<file path="config.mk">
export PLATFORM = sky130hd
export DESIGN_NAME = fsr_host
export DESIGN_NICKNAME = d
export VERILOG_FILES = /design/src/rtl/fsr_pkg.sv /design/src/rtl/fsr_host.sv
export SDC_FILE = /design/constraint.sdc
export NUM_CORES = 1
export LEC_CHECK = 0
export ABC_AREA = 0
export BUFFER_PORTS_ARGS = -buffer_cell sky130_fd_sc_hd__buf_2
export CAP_MARGIN = 20
export CORE_UTILIZATION = 49
export CTS_CLUSTER_DIAMETER = 50
export CTS_CLUSTER_SIZE = 14
export DETAILED_ROUTE_END_ITERATION = 8
export PLACE_DENSITY = 0.74
export SLEW_MARGIN = 5
export SYNTH_ARGS = -nofsm -noshare
export SYNTH_HDL_FRONTEND = slang
export SYNTH_SLANG_ARGS = --single-unit
</file>
<file path="constraint.sdc">
create_clock -name clk_sys -period 1.9 [get_ports clk_sys]
set_clock_uncertainty 0.05 [all_clocks]
set_input_delay 0.095 -clock clk_sys [delete_from_list [all_inputs] [get_ports clk_sys]]
set_output_delay 0.095 -clock clk_sys [all_outputs]
set_load 0.005 [all_outputs]
</file>
<file path="src/rtl/fsr_pkg.sv">
/*
 Package for the flash status host controller: flash commands, status bit
 positions, host register map, interrupt bits and bus timing counts.
 Assumes a 20 MHz system clock and an asynchronous NOR flash outside.
*/
package fsr_pkg;
   // Flash commands
   localparam logic [7:0] CMD_READ_ARRAY = 8'hFF;
   localparam logic [7:0] CMD_READ_ID = 8'h90;
   localparam logic [7:0] CMD_READ_QUERY = 8'h98;
   localparam logic [7:0] CMD_READ_STATUS = 8'h70;
   localparam logic [7:0] CMD_CLEAR_STATUS = 8'h50;
   localparam logic [7:0] CMD_WORD_PROGRAM = 8'h40;
   localparam logic [7:0] CMD_BUFFER_SETUP = 8'hE8;
   localparam logic [7:0] CMD_SUSPEND = 8'hB0;
   localparam logic [7:0] CMD_RESUME = 8'hD0;
   // Status bit positions
   localparam int ST_READY = 7;
   localparam int ST_ERASE_ERR = 5;
   localparam int ST_PROG_ERR = 4;
   localparam int ST_VOLT = 3;
   localparam int ST_SUSP = 2;
   localparam int ST_LOCK = 1;
   localparam int XS_BUF_AVAIL = 7;
   // Masks applied when polling (reserved bits dropped)
   localparam logic [7:0] STATUS_POLL_MASK = 8'hFE;
   localparam logic [7:0] XSTATUS_POLL_MASK = 8'h80;
   // Host register byte offsets
   localparam logic [3:0] REG_CTRL = 4'h0;
   localparam logic [3:0] REG_ADDR = 4'h4;
   localparam logic [3:0] REG_DATA = 4'h8;
   localparam logic [3:0] REG_STAT = 4'hC;
   // Internal map beyond 16 bytes uses bit 4
   localparam logic [4:0] REG_IRQ_STAT = 5'h10;
   localparam logic [4:0] REG_IRQ_MASK = 5'h14;
   // Control operations (CTRL[3:0] written with bit 31 = go)
   localparam logic [3:0] OP_WRITE_CMD = 4'h0;
   localparam logic [3:0] OP_READ = 4'h1;
   localparam logic [3:0] OP_POLL_STATUS = 4'h2;
   localparam logic [3:0] OP_POLL_BUFFER = 4'h3;
   localparam logic [3:0] OP_CHECK_LOCK = 4'h4;
   localparam int CTRL_GO = 31;
   // Interrupt bits
   localparam int IRQ_DONE = 0;
   localparam int IRQ_ERROR = 1;
   localparam int IRQ_LOCKED = 2;
   localparam int IRQ_SEQ_ERR = 3;
   localparam int IRQ_W = 4;
   // Flash bus timing
   localparam int CLK_MHZ = 20;
   localparam int T_ACCESS_NS = 150;
   localparam int T_WRITE_NS = 100;
   localparam int ACC_CYC = (T_ACCESS_NS * CLK_MHZ + 999) / 1000;
   localparam int WR_CYC = (T_WRITE_NS * CLK_MHZ + 999) / 1000;
   typedef struct packed {
      logic ce_n;
      logic oe_n;
      logic we_n;
      logic [23:0] addr;
      logic [15:0] dq_out;
      logic dq_oe;
   } fsr_pins_s;
endpackage

</file>
<file path="src/rtl/fsr_host.sv">
/*
 Host controller for the flash status reporting. Software drives it over
 Avalon-MM; it drives the flash pins, single-word cycles only.
 Assumes the flash data bus returns to clk_sys through dq_in.
*/
// Chosen here: the Avalon-MM slave port and the address map.
`timescale 1ns/10ps
`default_nettype none
// Summary of operation
// - Lock state read via identifier codes
// - Mask reserved lowest status bit
// - Mask extended reserved seven bits
// - Query read by single word only
module fsr_host (
   // Clock and reset
   input wire logic clk_sys,
   input wire logic nrst,
   // Avalon-MM slave
   input wire logic [4:0] avs_address,
   input wire logic avs_read,
   input wire logic avs_write,
   input wire logic [31:0] avs_writedata,
   output logic [31:0] avs_readdata,
   output logic avs_waitrequest,
   output logic irq,
   // Flash pins
   output fsr_pkg::fsr_pins_s flash_pins,
   input wire logic [15:0] dq_in
);
   typedef enum {S_IDLE, S_SETUP, S_STROBE, S_HOLD, S_DONE} fsr_state_e;
   fsr_state_e state_reg;
   fsr_pkg::fsr_pins_s pins_reg;
   logic [15:0] dq_s1_reg, dq_s2_reg;
   logic [3:0] op_reg;
   logic [7:0] cmd_reg;
   logic [23:0] addr_reg;
   logic [15:0] data_reg;
   logic [15:0] rdata_reg;
   logic busy_reg;
   logic [7:0] cnt_reg;
   logic [fsr_pkg::IRQ_W-1:0] ista_reg, imask_reg;
   logic [31:0] rd_reg;
   logic wait_reg;

   wire logic is_rd = (op_reg != fsr_pkg::OP_WRITE_CMD);
   wire logic [7:0] step_cyc = is_rd ? 8'(fsr_pkg::ACC_CYC)
                                     : 8'(fsr_pkg::WR_CYC);
   wire logic [7:0] sampled = dq_s2_reg[7:0];
   wire logic ready_bit = sampled[fsr_pkg::ST_READY];
   wire logic [7:0] st_masked = sampled & fsr_pkg::STATUS_POLL_MASK;
   wire logic [7:0] held = rdata_reg[7:0];
   wire logic [7:0] held_st = held[fsr_pkg::ST_READY] ?
                              held & fsr_pkg::STATUS_POLL_MASK :
                              held & 8'h80;
   wire logic [7:0] xs_masked = held & fsr_pkg::XSTATUS_POLL_MASK;
   wire logic [7:0] st_valid = ready_bit ? st_masked : 8'h80 & st_masked;
   wire logic poll_op = (op_reg == fsr_pkg::OP_POLL_STATUS) ||
                        (op_reg == fsr_pkg::OP_CHECK_LOCK);
   wire logic finish = (state_reg == S_DONE);
   wire logic cyc_done = (state_reg == S_HOLD) && (cnt_reg == 8'h00);
   wire logic poll_again = cyc_done && poll_op && !ready_bit;
   wire logic op_end = cyc_done && !poll_again;
   wire logic seq_err = st_valid[fsr_pkg::ST_ERASE_ERR] &&
                        st_valid[fsr_pkg::ST_PROG_ERR];
   wire logic lock_err = st_valid[fsr_pkg::ST_LOCK] &&
                         st_valid[fsr_pkg::ST_PROG_ERR];
   wire logic any_err = st_valid[fsr_pkg::ST_VOLT] ||
                        st_valid[fsr_pkg::ST_PROG_ERR] ||
                        st_valid[fsr_pkg::ST_ERASE_ERR];
   wire logic [fsr_pkg::IRQ_W-1:0] ev;
   assign ev[fsr_pkg::IRQ_DONE] = op_end;
   assign ev[fsr_pkg::IRQ_ERROR] = op_end && poll_op && any_err;
   assign ev[fsr_pkg::IRQ_LOCKED] = op_end && poll_op && lock_err;
   assign ev[fsr_pkg::IRQ_SEQ_ERR] = op_end && poll_op && seq_err;
   wire logic req = avs_read || avs_write;
   // Commit only at the edge where waitrequest is seen low
   wire logic acc = req && !wait_reg;
   wire logic wr_ctrl = acc && avs_write && avs_address[4] == 1'b0 &&
                        avs_address[3:0] == fsr_pkg::REG_CTRL &&
                        avs_writedata[fsr_pkg::CTRL_GO] && !busy_reg;
   wire logic rd_ista = acc && avs_read &&
                        avs_address == fsr_pkg::REG_IRQ_STAT;
   wire logic [fsr_pkg::IRQ_W-1:0] ista_clr =
      rd_ista ? rd_reg[fsr_pkg::IRQ_W-1:0] : '0;
   wire logic [31:0] rd_mux =
      avs_address == {1'b0, fsr_pkg::REG_CTRL} ?
         {busy_reg, 19'h0, cmd_reg, op_reg} :
      avs_address == {1'b0, fsr_pkg::REG_ADDR} ? {8'h00, addr_reg} :
      avs_address == {1'b0, fsr_pkg::REG_DATA} ? {16'h0000, rdata_reg} :
      avs_address == {1'b0, fsr_pkg::REG_STAT} ?
         {16'h0000, (op_reg == fsr_pkg::OP_POLL_BUFFER) ? xs_masked
                                                        : held_st,
          rdata_reg[7:0]} :
      avs_address == fsr_pkg::REG_IRQ_STAT ? {28'h0, ista_reg} :
      avs_address == fsr_pkg::REG_IRQ_MASK ? {28'h0, imask_reg} : 32'h0;
   assign flash_pins = pins_reg;

   always_ff @(posedge clk_sys) begin
      dq_s1_reg <= dq_in;
      dq_s2_reg <= dq_s1_reg;
   end
   // One wait cycle per access; answer on the second edge
   always_ff @(posedge clk_sys) begin
      if (!nrst) begin
         wait_reg <= 1'b1;
         rd_reg <= 32'h0;
      end else begin
         wait_reg <= !(req && wait_reg);
         // Read data captured early so it stands at the commit edge
         if (req && wait_reg) rd_reg <= rd_mux;
      end
   end
   assign avs_waitrequest = wait_reg;
   assign avs_readdata = rd_reg;
   always_ff @(posedge clk_sys) begin
      if (!nrst) begin
         ista_reg <= '0;
         imask_reg <= '0;
         irq <= 1'b0;
      end else begin
         // Only the bits returned are cleared; new events still win
         ista_reg <= (ista_reg & ~ista_clr) | ev;
         if (acc && avs_write && avs_address == fsr_pkg::REG_IRQ_MASK)
            imask_reg <= avs_writedata[fsr_pkg::IRQ_W-1:0];
         irq <= |(ista_reg & imask_reg);
      end
   end
   always_ff @(posedge clk_sys) begin
      if (!nrst) begin
         addr_reg <= '0;
         data_reg <= '0;
      end else if (acc && avs_write && !busy_reg) begin
         if (avs_address == {1'b0, fsr_pkg::REG_ADDR})
            addr_reg <= avs_writedata[23:0];
         if (avs_address == {1'b0, fsr_pkg::REG_DATA})
            data_reg <= avs_writedata[15:0];
      end
   end
   always_ff @(posedge clk_sys) begin
      if (!nrst) begin
         state_reg <= S_IDLE;
         busy_reg <= 1'b0;
         op_reg <= fsr_pkg::OP_WRITE_CMD;
         cmd_reg <= fsr_pkg::CMD_READ_ARRAY;
         cnt_reg <= 8'h00;
         rdata_reg <= '0;
         pins_reg <= '{ce_n: 1'b1, oe_n: 1'b1, we_n: 1'b1,
                       addr: '0, dq_out: '0, dq_oe: 1'b0};
      end else begin
         unique case (state_reg)
            S_IDLE: if (wr_ctrl) begin
               op_reg <= avs_writedata[3:0];
               cmd_reg <= avs_writedata[11:4];
               busy_reg <= 1'b1;
               state_reg <= S_SETUP;
            end
            S_SETUP: begin
               pins_reg.addr <= addr_reg;
               pins_reg.ce_n <= 1'b0;
               pins_reg.dq_oe <= !is_rd;
               pins_reg.dq_out <= (cmd_reg == fsr_pkg::CMD_WORD_PROGRAM &&
                                   op_reg == fsr_pkg::OP_WRITE_CMD) ?
                                  data_reg : {8'h00, cmd_reg};
               cnt_reg <= step_cyc;
               state_reg <= S_STROBE;
            end
            S_STROBE: begin
               pins_reg.oe_n <= !is_rd;
               pins_reg.we_n <= is_rd;
               state_reg <= S_HOLD;
            end
            S_HOLD: if (cnt_reg != 8'h00) begin
               cnt_reg <= cnt_reg - 8'h01;
            end else begin
               rdata_reg <= dq_s2_reg;
               pins_reg.oe_n <= 1'b1;
               pins_reg.we_n <= 1'b1;
               pins_reg.dq_oe <= 1'b0;
               pins_reg.ce_n <= 1'b1;
               state_reg <= poll_again ? S_SETUP : S_DONE;
            end
            S_DONE: begin
               busy_reg <= 1'b0;
               state_reg <= S_IDLE;
            end
         endcase
      end
   end
endmodule
`default_nettype wire

</file>
==> run summary <==
R2R Setup Slk = 90 ps
Hold WC Path Type = input pin to flop
synthesis-stage register bit count = 191
Synth Area in Simple Gates = 20.6%
EDFF count, synth = 0
main combinational cell family by area after synthesis = simple AND/OR/NAND/NOR gates
PwrDens = 886 mW/mm²
Fmax = 554 MHz
Max VDD drop = 753 µV
max cap viols = 0
WL/cell = 15.9 µm
RePlAce Congestion = 0.837
synthesized area per cell = 8.70 µm²
Synth area leaders = dfxtp_1 54%, nand2_1 11%, a21oi_1 8.3%
CP Class = flop to flop
critical path data arrival time = 2080 ps
global-route wire length before repair = 28800 µm
Static Leak = 3.56 nW
Clk Latency, worst-skew pair = 440 ps
Reg clk slew, reported paths = 70 ps
Slew Viols, Final = 0
Fin Setup TNS = 0 ps
final core utilization = 64.9%
Syn Inst Count = 817
status = complete, no violations
post-synth cell types = 55
total number of vias = 6339
crit path max fanout = 12
hold path depth = 5
Post-synth top cells = 203 x nand2_1, 191 x dfxtp_1, 118 x a21oi_1, 43 x clkbuf_1, 40 x nor2_1
hold path start = avs_address[3]
post-synthesis sequential area ratio = 53.8%
Hold Crit Endpoint = ista_reg[1]
htree depth = 4
die area = 0.0150 mm²
Area growth syn-to-layout = 27.7%
io pins = 135
Synth Area in XOR/XNOR = 0.370%
adder-cell share of the synthesized area = 0.176%
gr ovfl total = 0
Ys Warns = 0
TritonCTS Buffers = 17
required time of the worst setup path = 2180 ps
First-pass DRT Iterations = 5
TritonCTS clock tree = yes
row count = 43
FF+latch area = 0.00382 mm²
fillcell total = 1186
clk root buf = clkbuf_16
# DRC = 0
multi-input logic area = 0.00302 mm²
RSZ-0062 raised after global routing = no
setup violators final = 0
Slew @ Worst Pin = 691 ps
initial antenna violation count = 2
CTS Sinks = 191
Worst R2R Start = busy_reg
I/O Buffers = 120
crit end category = flop
Synth Cell Area = 0.00710 mm²
Final ANT Viol Nets = 0
Relative slew margins = 53.6%
hpwl dp = 12800 µm
worst reg2reg endpoint = cmd_reg[3]
final wirelength = 18700 µm
FFs w/ async S/R, synth = 0%
multiplexer share of the synthesized area = 4.65%
Initial DRC Count = 439
Die W = 122 µm
max reg flops = 44
vias in the first global route = 5628
die height = 122 µm
final number of hold-violating endpoints = 0
largest net degree at the start of global routing = 49
CORE AREA = 0.0140 mm²
clk buf depth = 2
Synth area leader = dfxtp_1
vias per cell = 5.40
layout cell share with drive strength beyond 1 = 20.4%
R2R cell count = 5
Yosys top cell area share = 53.8%
Compound-Gate Fraction of Synth Area = 15.8%
fin crit share = 95.0%
CP Launch Type = flop
ys flop type = dfxtp_1
All-Layer GR Usage = 25.1%
Final Net Count = 1037
final worst path period need = 1810 ps
count leader, synth = nand2_1
Starting Density = 50.8%
## stage by stage
| stage | cell area (µm²) | cells | setup slack, ps | total power [mW] | hold slack [ps] |
|---|---|---|---|---|---|
| after detailed placement | 8010 | 1096 | 38.8 | 4.49 | 149 |
| after global placement | 8010 | 1096 | 72.3 | 4.49 | 147 |
| after CTS | 9030 | 1172 | 6.23 | 8.08 | 169 |
| after floorplan | 7130 | 823 | 66.1 | 4.34 | 72.7 |
| after global routing | 9070 | 1173 | 21.8 | 8.28 | 200 |
| final | 9070 | 1174 | 94.2 | 8.04 | 191 |
## cells in the final DEF, fill, tap and decap left out, drive strengths merged, types with 6 or more instances in the layout
cell type and instances:
nand2 203, dfxtp 191, buf 157, a21oi 118, dlygate4sd3 44, nor2 40
mux2i 33, nand3 29, o21ai 24, clkbuf 18, inv 14, a221oi 10
a22oi 8, conb 7, a31oi 6, nor3 6, or4 6, nor4 6
## per-layer routing
layer | GRT usage (%) | routed length [µm] | up-vias
met5 | 0 | 0 | -
met2 | 39.3 | 8840 | 215
met3 | 7.20 | 1260 | 30
met4 | 8.23 | 332 | 0
met1 | 33.3 | 8270 | 2961
li1 | - | - | 3133
## worst max path at each step
stage / start / endpoint / slack [ps] / depth (start not counted)
2_1_floorplan: avs_waitrequest / cmd_reg[0] / 70 / 5
3_3_place_gp: cnt_reg[1] / rdata_reg[8] / 70 / 7
3_5_place_dp: cnt_reg[1] / rdata_reg[1] / 40 / 7
4_1_cts: cnt_reg[1] / rdata_reg[11] / 6 / 7
5_1_grt: cnt_reg[1] / rdata_reg[11] / 20 / 7
6_report: busy_reg / cmd_reg[3] / 90 / 5
## power by group
part           leakage (nW)  switching (mW)  internal (mW)
clock network         0.288            1.67           1.90
registers              1.55          0.0227           4.05
logic                  1.72           0.227          0.175
## timing repair
item	in CTS	in global routing
endpoints found under the hold margin	78	0
endpoints found under the setup margin	0	29
hold buffers	44	0
gates resized for setup	0	5
setup buffers	0	0
## cell type report
class	count	share of cell area [%]
Sequential cell	191	42.1
Multi-Input combinational cell	562	33.2
Timing Repair Buffer	201	15.4
Clock buffer	18	4.84
Tap cell	180	2.48
Clock inverter	14	1.61
Inverter	6	0.262
Antenna cell	2	0.0552
## cells by family after synthesis
| family | after synthesis |
|---|---|
| compound gates | 194 |
| simple gates | 324 |
| flops | 191 |
| xor+xnor | 3 |
| other cells | 1 |
| buf+inv | 70 |
| fa+ha+maj | 1 |
| mux | 33 |
## worst max-delay path, cell delays in order (launching register included)
cell and delay [ps]:
dfxtp_1 340, or4bb_1 550, nor4_4 280, buf_12 190, mux2i_2 220, nand2_1 70
No activity file was read; power rests on OpenSTA's default activity.
